### src/hdl/rbc_pkg.sv
// Purpose: shared constants of the receive buffer count status block
// Assumes: 32-bit AHB-Lite register bus, word aligned registers
// Notes: offsets are byte addresses
package rbc_pkg;
	localparam logic [7:0]  RBC_OFF_STATUS  = 8'h00;
	localparam logic [7:0]  RBC_OFF_CONTROL = 8'h04;
	localparam logic [7:0]  RBC_OFF_RXST    = 8'h08;
	localparam logic [7:0]  RBC_OFF_IRQ_ST  = 8'h0C;
	localparam logic [7:0]  RBC_OFF_IRQ_EN  = 8'h10;
	localparam int          RBC_CNT_LSB     = 16;
	localparam int          RBC_CNT_MSB     = 23;
	localparam int          RBC_MOD_BUSY    = 7;
	localparam int          RBC_TX_BUSY     = 6;
	localparam int          RBC_RX_BUSY     = 5;
	localparam int          RBC_CTL_DEC     = 0;
	localparam int          RBC_CTL_FLOW    = 1;
	localparam int          RBC_CTL_ON      = 15;
	localparam int          RBC_IRQ_PEND    = 0;
	localparam logic [7:0]  RBC_CNT_MAX     = 8'hFF;
	localparam logic [7:0]  RBC_CNT_ZERO    = 8'h00;
	localparam logic [1:0]  RBC_HTRANS_NSEQ = 2'b10;
	localparam logic [2:0]  RBC_HSIZE_WORD  = 3'b010;
	localparam logic [31:0] RBC_WORD_ZERO   = 32'h0000_0000;
endpackage : rbc_pkg

### src/hdl/rbc_top.sv
// Purpose: receive buffer count and status register of an ethernet controller
// Assumes: AHB-Lite slave, single word transfers, one clock
// Notes: zero wait state slave, always OKAY
// Notes on behaviour
// - each received packet raises the count by its descriptor count, up to 0xFF, except in a cycle with a decrement
// - increment at 0xFF leaves the count at 0xFF
// - decrement at zero leaves the count at zero
// - simultaneous increment and decrement leave the count unchanged
// - with flow control on, reception halts while the count is 0xFF
// - with flow control off, reception continues while saturated
// - nonzero count sets packet pending, interrupt if its enable set
// - writing the descriptor start address clears the count
// - switching the module off keeps the count
// - status bit 7 shows module on or still finishing work
// - status bit 6 is transmit busy, cleared when off
// - status bit 5 is receive busy, cleared when off
// - status bits 31-24, 15-8 and 4-0 read zero
//
// Decided for this implementation: the AHB-Lite interface to the registers and the placing of the registers.
`timescale 1ns/1ns
module rbc_top
	import rbc_pkg::*;
(
	// ahb-lite slave
	input  wire logic        hclk,
	input  wire logic        hresetn,
	input  wire logic        hsel,
	input  wire logic [31:0] haddr,
	input  wire logic [1:0]  htrans,
	input  wire logic        hwrite,
	input  wire logic [2:0]  hsize,
	input  wire logic [31:0] hwdata,
	input  wire logic        hready,
	output logic      [31:0] hrdata,
	output logic             hreadyout,
	output logic             hresp,
	// receive dma
	input  wire logic        rx_packet_done,
	input  wire logic [7:0]  rx_desc_used,
	output logic             rx_halt,
	// activity
	input  wire logic        tx_active,
	input  wire logic        rx_active,
	// status
	output logic             packet_pending_flag,
	output logic             irq
);
	typedef struct packed {
		logic       wr_pend;
		logic [7:0] wr_addr;
		logic       on;
		logic       flow;
		logic       irq_st;
		logic       irq_en;
		logic [31:0] rxst;
		logic [31:0] rdata;
	} rbc_top_state_t;

	rbc_top_state_t state_r;
	rbc_top_state_t state_nxt;
	logic [7:0]     rx_buffer_count;
	logic           mod_busy;
	logic           tx_busy;
	logic           rx_busy;
	logic           addr_ok;
	logic           wr_ctl;
	logic           dec;
	logic           clr;
	logic           inc;
	logic [31:0]    status_word;

	assign addr_ok = hsel && hready && htrans == RBC_HTRANS_NSEQ;
	assign wr_ctl  = state_r.wr_pend && state_r.wr_addr == RBC_OFF_CONTROL;
	assign dec     = wr_ctl && hwdata[RBC_CTL_DEC];
	assign clr     = state_r.wr_pend && state_r.wr_addr == RBC_OFF_RXST;
	assign rx_halt = state_r.flow && rx_buffer_count == RBC_CNT_MAX;
	assign inc     = rx_packet_done && !rx_halt;
	assign packet_pending_flag = rx_buffer_count != RBC_CNT_ZERO;

	always_comb
	begin
		status_word = RBC_WORD_ZERO;
		status_word[RBC_CNT_MSB:RBC_CNT_LSB] = rx_buffer_count;
		status_word[RBC_MOD_BUSY] = mod_busy;
		status_word[RBC_TX_BUSY]  = tx_busy;
		status_word[RBC_RX_BUSY]  = rx_busy;
	end

	always_comb
	begin
		state_nxt = state_r;
		state_nxt.wr_pend = addr_ok && hwrite && hsize == RBC_HSIZE_WORD;
		state_nxt.wr_addr = haddr[7:0];
		if (wr_ctl)
		begin
			state_nxt.on   = hwdata[RBC_CTL_ON];
			state_nxt.flow = hwdata[RBC_CTL_FLOW];
		end
		if (clr)
			state_nxt.rxst = hwdata;
		if (state_r.wr_pend && state_r.wr_addr == RBC_OFF_IRQ_EN)
			state_nxt.irq_en = hwdata[RBC_IRQ_PEND];
		if (state_r.wr_pend && state_r.wr_addr == RBC_OFF_IRQ_ST
			&& hwdata[RBC_IRQ_PEND])
			state_nxt.irq_st = 1'b0;
		if (packet_pending_flag)
			state_nxt.irq_st = 1'b1;
		state_nxt.rdata = RBC_WORD_ZERO;
		if (addr_ok && !hwrite)
		begin
			unique case (haddr[7:0])
				RBC_OFF_STATUS:  state_nxt.rdata = status_word;
				RBC_OFF_CONTROL: state_nxt.rdata = {16'h0000,
					state_r.on, 13'h0000, state_r.flow, 1'b0};
				RBC_OFF_RXST:    state_nxt.rdata = state_r.rxst;
				RBC_OFF_IRQ_ST:  state_nxt.rdata = {31'h0000_0000,
					state_r.irq_st};
				RBC_OFF_IRQ_EN:  state_nxt.rdata = {31'h0000_0000,
					state_r.irq_en};
				default:         state_nxt.rdata = RBC_WORD_ZERO;
			endcase
		end
	end

	always_ff @(posedge hclk or negedge hresetn)
	begin
		if (!hresetn)
			state_r <= '0;
		else
			state_r <= state_nxt;
	end

	assign hrdata    = state_r.rdata;
	assign hreadyout = 1'b1;
	assign hresp     = 1'b0;
	assign irq       = state_r.irq_st & state_r.irq_en;

	rbc_counter u_counter (
		.hclk       (hclk),
		.hresetn    (hresetn),
		.inc_valid  (inc),
		.inc_amount (rx_desc_used),
		.dec        (dec),
		.clear      (clr),
		.count      (rx_buffer_count)
	);

	rbc_busy u_busy (
		.hclk               (hclk),
		.hresetn            (hresetn),
		.module_on          (state_r.on),
		.tx_active          (tx_active),
		.rx_active          (rx_active),
		.module_busy_flag   (mod_busy),
		.transmit_busy_flag (tx_busy),
		.receive_busy_flag  (rx_busy)
	);
endmodule : rbc_top

### src/hdl/rbc_counter.sv
// Purpose: saturating receive buffer count
// Assumes: increment amount comes from the receive dma on hclk
// Notes: clear has priority over count updates
`timescale 1ns/1ns
module rbc_counter
	import rbc_pkg::*;
(
	// clock and reset
	input  wire logic       hclk,
	input  wire logic       hresetn,
	// updates
	input  wire logic       inc_valid,
	input  wire logic [7:0] inc_amount,
	input  wire logic       dec,
	input  wire logic       clear,
	// state
	output logic      [7:0] count
);
	typedef struct packed {
		logic [7:0] count;
	} rbc_cnt_state_t;

	rbc_cnt_state_t state_r;
	rbc_cnt_state_t state_nxt;
	logic [8:0]     sum;

	always_comb
	begin
		state_nxt = state_r;
		sum = {1'b0, state_r.count} + {1'b0, inc_amount};
		if (clear)
			state_nxt.count = RBC_CNT_ZERO;
		else if (inc_valid && dec)
			state_nxt.count = state_r.count;
		else if (inc_valid)
			state_nxt.count = sum[8] ? RBC_CNT_MAX : sum[7:0];
		else if (dec && state_r.count != RBC_CNT_ZERO)
			state_nxt.count = state_r.count - 8'h01;
	end

	always_ff @(posedge hclk or negedge hresetn)
	begin
		if (!hresetn)
			state_r <= '0;
		else
			state_r <= state_nxt;
	end

	assign count = state_r.count;
endmodule : rbc_counter

### src/hdl/rbc_busy.sv
// Purpose: module, transmit and receive busy flags
// Assumes: activity inputs are on hclk
// Notes: transmit and receive flags drop when the module is off, module flag once activity ends
`timescale 1ns/1ns
module rbc_busy
	import rbc_pkg::*;
(
	// clock and reset
	input  wire logic hclk,
	input  wire logic hresetn,
	// activity
	input  wire logic module_on,
	input  wire logic tx_active,
	input  wire logic rx_active,
	// flags
	output logic      module_busy_flag,
	output logic      transmit_busy_flag,
	output logic      receive_busy_flag
);
	typedef struct packed {
		logic mod;
		logic tx;
		logic rx;
	} rbc_busy_state_t;

	rbc_busy_state_t state_r;
	rbc_busy_state_t state_nxt;

	always_comb
	begin
		state_nxt.tx  = module_on & tx_active;
		state_nxt.rx  = module_on & rx_active;
		state_nxt.mod = module_on | tx_active | rx_active;
	end

	always_ff @(posedge hclk or negedge hresetn)
	begin
		if (!hresetn)
			state_r <= '0;
		else
			state_r <= state_nxt;
	end

	assign module_busy_flag   = state_r.mod;
	assign transmit_busy_flag = state_r.tx;
	assign receive_busy_flag  = state_r.rx;
endmodule : rbc_busy

### config.mk
export PLATFORM = sky130hd
export DESIGN_NAME = rbc_top
export DESIGN_NICKNAME = d
export VERILOG_FILES = /design/src/hdl/rbc_pkg.sv /design/src/hdl/rbc_top.sv /design/src/hdl/rbc_counter.sv /design/src/hdl/rbc_busy.sv
export SDC_FILE = /design/constraint.sdc
export NUM_CORES = 1
export LEC_CHECK = 0
export BUFFER_PORTS_ARGS = -buffer_cell sky130_fd_sc_hd__buf_2
export CORE_UTILIZATION = 47
export DETAILED_ROUTE_END_ITERATION = 12
export PLACE_DENSITY = 0.73
export SYNTH_ARGS = -nofsm -noshare
export SYNTH_HDL_FRONTEND = slang
export SYNTH_SLANG_ARGS = --single-unit
### constraint.sdc
create_clock -name hclk -period 2.2 [get_ports hclk]
set_clock_uncertainty 0.1 [all_clocks]
set_input_delay 0.22 -clock hclk [delete_from_list [all_inputs] [get_ports hclk]]
set_output_delay 0.22 -clock hclk [all_outputs]
set_load 0.1 [all_outputs]
## Yosys cells after proc, flatten, opt, wreduce, memory -nomap -nowiden

Index checks and enable logic that the tools add are counted.

| word-level totals | value |
|---|---|
| register bits after elaboration | 88 |
| input bits | 85 |
| output and inout bits | 37 |
| word-level logic and storage cells | 62 |

| cells by class | value |
|---|---|
| add/sub/neg operators | 2 |
| eq/ne operators | 12 |
| muxes and demuxes | 9 |
| bitwise operators | 5 |
| reduce and logical (&&, ||, !) cells | 22 |

Operators with widths:

| operator | number |
|---|---|
| $pmux W32 S5 | 1 |
| $mux W8 | 5 |
| $eq A8 B4 Y1 const B | 4 |
| $mux W32 | 1 |
| $eq A8 B3 Y1 const B | 2 |
| $eq A8 B5 Y1 const B | 2 |
| $logic_and A1 B1 Y1 | 15 |
| $add A8 B8 Y9 | 1 |
| $eq A8 B8 Y1 const B | 1 |
| $logic_not A8 Y1 | 1 |
| $reduce_bool A8 Y1 | 1 |
| $sub A8 B1 Y8 const B | 1 |
| $and A1 B1 Y1 | 3 |
| $eq A3 B2 Y1 const B | 1 |
| $reduce_bool A3 Y1 | 1 |
| $eq A2 B2 Y1 const B | 1 |
| $logic_not A1 Y1 | 2 |
| $mux W1 | 2 |
| $ne A2 B2 Y1 const B | 1 |
| $or A1 B1 Y1 | 2 |
| $reduce_and A2 Y1 | 1 |
| $reduce_bool A2 Y1 | 1 |

## Logic depth before layout (Yosys ltp)

Gate-level depths: netlist of the first run.

| depth | value |
|---|---|
| depth in word-level cells | 8 |
| mapped depth | 8 |
| gate-level depth less buffers | 8 |

## Modules after synthesis

A second synthesis of the first run with hierarchy kept.

| second synthesis, totals | value |
|---|---|
| cell total of the unflattened synthesis | 367 |
| area, all modules | 4376.7 µm² |

By module, submodules not included:

| module | instances | cells each | area an instance (µm²) | sequential area each (µm²) |
|---|---|---|---|---|
| rbc_top | 1 | 259 | 3418.3 | 1926.8 |
| rbc_counter | 1 | 102 | 863.3 | 200.2 |
| rbc_busy | 1 | 6 | 95.1 | 75.1 |

## Worst setup path before layout of the first run

OpenSTA, ideal clock, no wires.

| path | value |
|---|---|
| path kind | reg2reg |
| start | register u_counter.state_r (netlist bit u_counter.count[3]) |
| end | register u_counter.state_r (netlist bit u_counter.count[2]) |
| setup time | 0.126 ns |
| arrival time | 2.749 ns |
| required time | 1.974 ns |
| setup slack | -0.775 ns |
| stages on the path, launching flop included | 7 |
| buffers on the path | 1 |
| period minus slack after synthesis | 2.975 ns |
| cells stage by stage | dfrtp_1 -> buf_2 -> nor4_2 -> nand4bb_1 -> nand4bb_4 -> a21boi_0 -> o32a_1 |

| on the way | value |
|---|---|
| elaborated cells between the ends (all ways) | 15 |
| those cells by class | 1 x add/sub; 2 x eq/ne; 4 x mux; 8 x reduce/logical |

RTL lines:

| what | line | RTL |
|---|---|---|
| from (decl) | rbc_counter.sv:23 | `rbc_cnt_state_t state_r;` |
| from (signal assigned) | rbc_counter.sv:46 | `state_r <= state_nxt;` |
| $reduce_bool A8 Y1 | -- |  |
| via packet_pending_flag | rbc_top.sv:45 | `output logic packet_pending_flag,` |
| $logic_and A1 B1 Y1 | rbc_counter.sv:37 | `else if (dec && state_r.count != RBC_CNT_ZERO)` |
| $reduce_bool A3 Y1 (no source line) | -- |  |
| $reduce_and A2 Y1 (no source line) | -- |  |

The timed path passes the listed nets, and every way through them passes these cells. The select of a mux whose other input is x is not followed.
A chain may end at the register's enable or synchronous reset.

## Final worst setup path of the first run

| path | value |
|---|---|
| start | register u_counter.state_r (netlist bit u_counter.count[0]) |
| end | register u_counter.state_r (netlist bit u_counter.count[4]) |

| on the way | value |
|---|---|
| word-level cells in the longest chain between the ends | 7 |
| elaborated cells between the ends (all ways) | 17 |
| those cells by class | 2 x add/sub; 2 x eq/ne; 5 x mux; 8 x reduce/logical |

RTL lines:

| what |
|---|
| parallel branches: the longest is 7 deep, another holds $sub A8 B1 Y8 |

Parallel ways; which one is timed is not known. The select of a mux whose other input is x is not followed.

==> impl_metrics.ini, run 1 <==
[synthesis]
yosysMostFrequentCell = dfrtp_1
synth.largest_area_cell = dfrtp_1
synth_cells = 349
synth-seq-cells = 88
synthFlopType = dfrtp_1
seq_area_frac_synth = 0.534
synth-edff-count = 0
synth_area_per_cell_sq_um = 11.8
synth_common_cells = dfrtp_1, mux2_2, buf_4
synthesis.area_sq_um = 4130
yosysUniqueCellTypes = 52
yosys_warnings = 0
synth_top_area_frac = 0.534
netlist_top_cells_area = dfrtp_1, mux2_2, buf_4, ha_1, nor2_1
async_flop_share = 1.00
syn-num-nets = 446

[cts]
path_clk_slew_ns = 0.08
cts_root_buf = clkbuf_8
cts_buffer_depth = 2
cts_tree = built
clock-sinks = 88
htreeDepth = 3
clock_latency_ns = 0.35
cts_made_buffers = 9

[final_layout]
seq_area_sq_um = 2200
final_util = 0.629
area_delta_synth_final_pct = 27.1
multiInputGateArea_sq_um = 1670
nets = 566
antennaDiodeCount = 0
n_fill_cell = 685
final_layout_size_suffix_gt1_frac = 0.395

[floorplanning]
placeableCoreArea_sq_um = 8340
fp.dieW_microns = 95.7
die_area_sq_um = 9160
start_util = 0.495
rows = 33
die_y_microns = 95.7
ioPinCount = 122

[grt]
grt_max_degree = 48
antenna_found_initial = 0
gr-total-overflow = 0
grt_pass1_vias = 3116
grt_usage = 0.207
grt_pass1_wl_mm = 14.2

[route]
drcViolationCount = 0
ant_nets = 0
drtPass1Iterations = 4
vias = 2986
drt_iter0_markers = 91
avgViaCountPerCell = 5.16
wl_mm = 8.57
wl_per_cell_microns = 14.8

[setup_path]
cp-end-kind = flip-flop
required_ns = 2.34
crit_path_start_kind = flip-flop
r2r.worst_path.cells = 8
crit_arrival_ns = 2.38
critPathKind = reg -> reg
crit_fanout = 5

[place]
port_buffers = 95
hpwl_mm = 6.20
gp_congestion = 0.860

[timing]
post-route-period-util = 1.02
slew_headroom = 0.647
setup_viol = 6
period_needed_ns = 2.24
worstMarginPinSlew_ns = 0.529
fmax_mhz = 446
rsz0062_at_grt = true
hold_violations = 0
drv_slew = 0
setup_ws_ns = -0.0438

[min_path]
worst_hold_path_type = in -> reg
hold_depth = 2

[power]
p_leak_nw = 2.52
finalPower_mw = 3.40
ir_drop_mv = 0.284
power.density_nw_per_um2 = 649

[job]
cap_viol_max_count = 0

[run_status]
failed_checks = setup timing
status = finished with violations
[worst paths after layout]
kind | from | endpoint | slack (ns)
setup / recovery | u_counter.count[0] | u_counter.count[4] | -0.04
hold / removal | hwdata[15] | state_r[47] | 0.02
setup reg to reg | u_counter.count[0] | u_counter.count[4] | -0.04
hold reg to reg | state_r[60] | hrdata[28] | 0.40
max in group asynchronous | hresetn | state_r[67] | 1.08
min in group asynchronous | hresetn | state_r[40] | 0.29
[critical path, cell delays in order (launching register included)]
cell	delay [ns]
dfrtp_1	0.39
ha_2	0.18
fa_2	0.35
a211oi_2	0.24
nor2_2	0.06
o31ai_2	0.24
a21oi_2	0.14
o21bai_1	0.19
a32o_1	0.24
[where the power goes]
| part | internal [mW] | switching [mW] | leakage [nW] | total (mW) |
|---|---|---|---|---|
| clock network | 0.419 | 0.562 | 0.0801 | 0.981 |
| logic | 0.339 | 0.340 | 1.33 | 0.679 |
| registers | 1.68 | 0.0626 | 1.10 | 1.75 |
[metrics by stage]
stage                     instance area, sq um  cells  hold slack (ns)  setup WS [ns]  TNS [ns]
final                                     5240    579           0.0218        -0.0438    -0.118
after global routing                      5240    579          0.00534         -0.179     -1.10
after CTS                                 5180    575          0.00229        -0.0582    -0.228
after detailed placement                  4630    521            0.137         -0.121    -0.398
after global placement                    4630    521            0.131        -0.0550    -0.153
after floorplan                           4170    349           -0.176        -0.0548    -0.155
[cells by family after synthesis]
group,Yosys count,synth area share
AO/OA/AOI/OAI,59,0.101
XOR/XNOR,5,0.0106
adder cells (fa/ha/maj),12,0.0382
buffers and inverters,49,0.0789
flip-flops,88,0.534
multiplexers,36,0.0980
other,2,0.00182
AND/OR/NAND/NOR,98,0.138
[flip-flops by register name (all words and copies together), names as in the netlist]
name / cells
u_counter.count: 8
hrdata: 32
u_busy.module_busy_flag: 1
u_busy.receive_busy_flag: 1
u_busy.transmit_busy_flag: 1
state_r: 45
[cell usage in the layout (no fill, tap or decap), drive strengths merged, types with 3 or more instances in the layout]
master / synthesis / final
a211oi: 4 / 4
a21oi: 4 / 4
a22oi: 14 / 14
and2: 5 / 5
and3: 19 / 19
buf: 40 / 117
clkbuf: 7 / 13
dfrtp: 88 / 88
dlygate4sd3: 0 / 37
ha: 11 / 11
inv: 2 / 3
mux2: 35 / 35
nand2: 10 / 10
nand3: 5 / 5
nand4: 4 / 4
nand4b: 3 / 3
nand4bb: 3 / 3
nor2: 32 / 32
nor3: 6 / 6
o211ai: 3 / 3
o21a: 3 / 3
o21ai: 16 / 16
xor2: 3 / 3
[final cells by class]
type	count	share of cell area
Clock buffer	11	0.0251
Clock inverter	5	0.00788
Inverter	2	0.00143
Multi-Input combinational cell	212	0.319
Sequential cell	88	0.420
Tap cell	105	0.0251
Timing Repair Buffer	156	0.202
[metal layers]
layer / wire length (microns) / GRT usage / part of all wire / vias to the layer above
li1: - / - / - / 1448
met1: 3740 / 0.265 / 0.44 / 1428
met2: 4150 / 0.331 / 0.48 / 93
met3: 467 / 0.0494 / 0.054 / 17
met4: 211 / 0.0945 / 0.025 / 0
met5: 0 / 0 / 0 / -
[repair_timing]
item                       CTS  global route
hold endpoints to repair    76             1
pin swaps                    6             8
setup endpoints to repair    5            40
hold buffers                36             1
buffers inserted             2             4
resized for setup            1            10
cloned                       0             0
(Power assumes the default switching activity.)
==> run 2, diff against run 1 <==
--- a/config.mk
+++ b/config.mk
@@ -8,7 +8,9 @@
 export BUFFER_PORTS_ARGS = -buffer_cell sky130_fd_sc_hd__buf_2
 export CORE_UTILIZATION = 47
 export DETAILED_ROUTE_END_ITERATION = 12
+export GPL_TIMING_DRIVEN = 0
 export PLACE_DENSITY = 0.73
+export SETUP_SLACK_MARGIN = 0.4
 export SYNTH_ARGS = -nofsm -noshare
 export SYNTH_HDL_FRONTEND = slang
 export SYNTH_SLANG_ARGS = --single-unit
==> run 2 against run 1 <==
Effect of this change:
- the flow still finishes with violations (setup timing)
- highest routed layer unchanged
- cell area rose by 9.9%
- hold slack got worse by 0.012 ns
- sequential share of layout area fell by 3.7 points
- global-route usage rose by 0.37 points
- largest cell class unchanged
- clock power rose by 28%
- register-to-register slack got worse by 0.09 ns
- final cell count rose by 5.2%
- critical path type unchanged
==> impl_metrics.ini, run 2 (synthesized netlist as in run 1, its figures left out) <==
[run_status]
status = finished with violations
failed_checks = setup timing

[cts]
cts_tree = built
clock_latency_ns = 0.35
htreeDepth = 3
path_clk_slew_ns = 0.09
clock-sinks = 88
cts_made_buffers = 9
cts_buffer_depth = 2
cts_root_buf = clkbuf_8

[setup_path]
crit_chain = buf_4 > buf_6 > ha_1 > nand4_1 > o21ai_4 > nor3_1 > a21oi_2 > buf_4 > o221ai_2 > o21ai_1
crit_arrival_ns = 2.50
crit_fanout = 6
cp-end-kind = flip-flop
critPathTopFamily = compound AO/OA/AOI/OAI gates
required_ns = 2.37
crit_path_top_delay_cell = dfrtp_2
crit_buf_inv = 3
critPathKind = reg -> reg
crit_path_start_kind = flip-flop
max_stage_delay_ns = 0.41
crit_top_cell = buf_4
reg2reg_setup_slack_ns = -0.13

[grt]
grt_max_degree = 76
grt_pass1_vias = 3037
gr-total-overflow = 0
grt_pass1_wl_mm = 14.4
grt_usage = 0.210
antenna_found_initial = 0

[timing]
setup_ws_ns = -0.132
period_needed_ns = 2.33
drv_slew = 0
setup_viol = 8
fmax_mhz = 429
rsz0062_at_grt = true
tns_ns = -0.674
holdWs_ns = 0.0102
post-route-period-util = 1.06
hold_violations = 0

[final_layout]
final_layout_size_suffix_gt1_frac = 0.470
top_register = state_r
antennaDiodeCount = 0
layout.cells.non_filler = 609
area_delta_synth_final_pct = 39.7
final_common_cell = buf_2
nets = 597
n_fill_cell = 590
final_cell_mix = buf_2, dfrtp_1, buf_4
largest_reg_flops = 45

[place]
gp_congestion = 0.862
dp.cells = 550
hpwl_mm = 6.23
port_buffers = 95

[route]
vias = 3203
wl_mm = 9.87
drcViolationCount = 0
drt_iter0_markers = 113
avgViaCountPerCell = 5.26
drtPass1Iterations = 4
ant_nets = 0
wl_per_cell_microns = 16.2

[floorplanning]
placeableCoreArea_sq_um = 8340
rows = 33
fp.dieW_microns = 95.7
start_util = 0.495
ioPinCount = 122
die_area_sq_um = 9160
die_y_microns = 95.7

[power]
p_leak_nw = 2.94
finalPower_mw = 3.75
ir_drop_mv = 0.332
power.density_nw_per_um2 = 652

[job]
cap_viol_max_count = 0

[min_path]
worst_hold_path_type = in -> reg
[run 2: cell count changes in the layout (fill, tap and decap cells not counted), sizes merged]
cell,delta
buf,+42
bufinv,+2
clkbuf,+2
clkinv,-2
clkinvlp,-1
dlygate4sd3,-13
[run 2: metrics by stage]
step	setup slack, ns	utilization	instance area, sq um
global route	-0.255	0.691	5760
global placement	-0.266	0.573	4780
detailed placement	-0.269	0.577	4810
finish	-0.132	0.691	5760
floorplan	-0.0548	-	4170
CTS	-0.122	0.650	5420
[run 2: layer usage]
metal  wire (microns)  vias up  part of all wire  global-route usage
li1                 -     1510                 -                   -
met4              229        0             0.023              0.0983
met2             4880      105              0.49               0.341
met3              470       21             0.048              0.0295
met1             4290     1567              0.43               0.279
met5                0        -                 0                   0
[run 2: cell type report]
class | instances | area [sq um] | share of cell area
Sequential cell | 88 | 2210 | 0.383
Multi-Input combinational cell | 212 | 1850 | 0.320
Timing Repair Buffer | 140 | 951 | 0.165
Buffer | 47 | 384 | 0.0667
Clock buffer | 11 | 151 | 0.0263
Tap cell | 105 | 131 | 0.0228
Clock inverter | 4 | 76.3 | 0.0132
Inverter | 2 | 12.5 | 0.00217
[run 2: final timing paths]
kind / to / depth (start not counted) / startpoint
max: u_counter.count[0] / 10 / u_counter.count[0]
min: state_r[56] / 2 / hwdata[24]
max reg2reg: u_counter.count[0] / 10 / u_counter.count[0]
min reg2reg: hrdata[31] / 1 / state_r[63]
max in group asynchronous: hrdata[26] / 3 / hresetn
min in group asynchronous: state_r[69] / 2 / hresetn
[run 2: where the power goes]
group	total (mW)	switching, mW	leakage (nW)	internal, mW
sequential	1.78	0.0956	1.10	1.69
combinational	0.709	0.343	1.73	0.366
clock	1.26	0.563	0.112	0.700
[run 2: worst register-to-register path: cells and delay by family (launching register included)]
family,cells,cell delay (ns)
AND/OR/NAND/NOR,2,0.36
buffers and inverters,3,0.39
AO/OA/AOI/OAI,4,0.86
adder cells (fa/ha/maj),1,0.13
flip-flops,1,0.41
[run 2: repair_timing]
item / in CTS / in global routing
cloned: 0 / 1
gates resized for setup: 30 / 62
setup buffers: 8 / 11
hold buffers: 22 / 2
setup endpoints to repair: 42 / 53
endpoints found under the hold margin: 108 / 2
pin swaps: 16 / 9
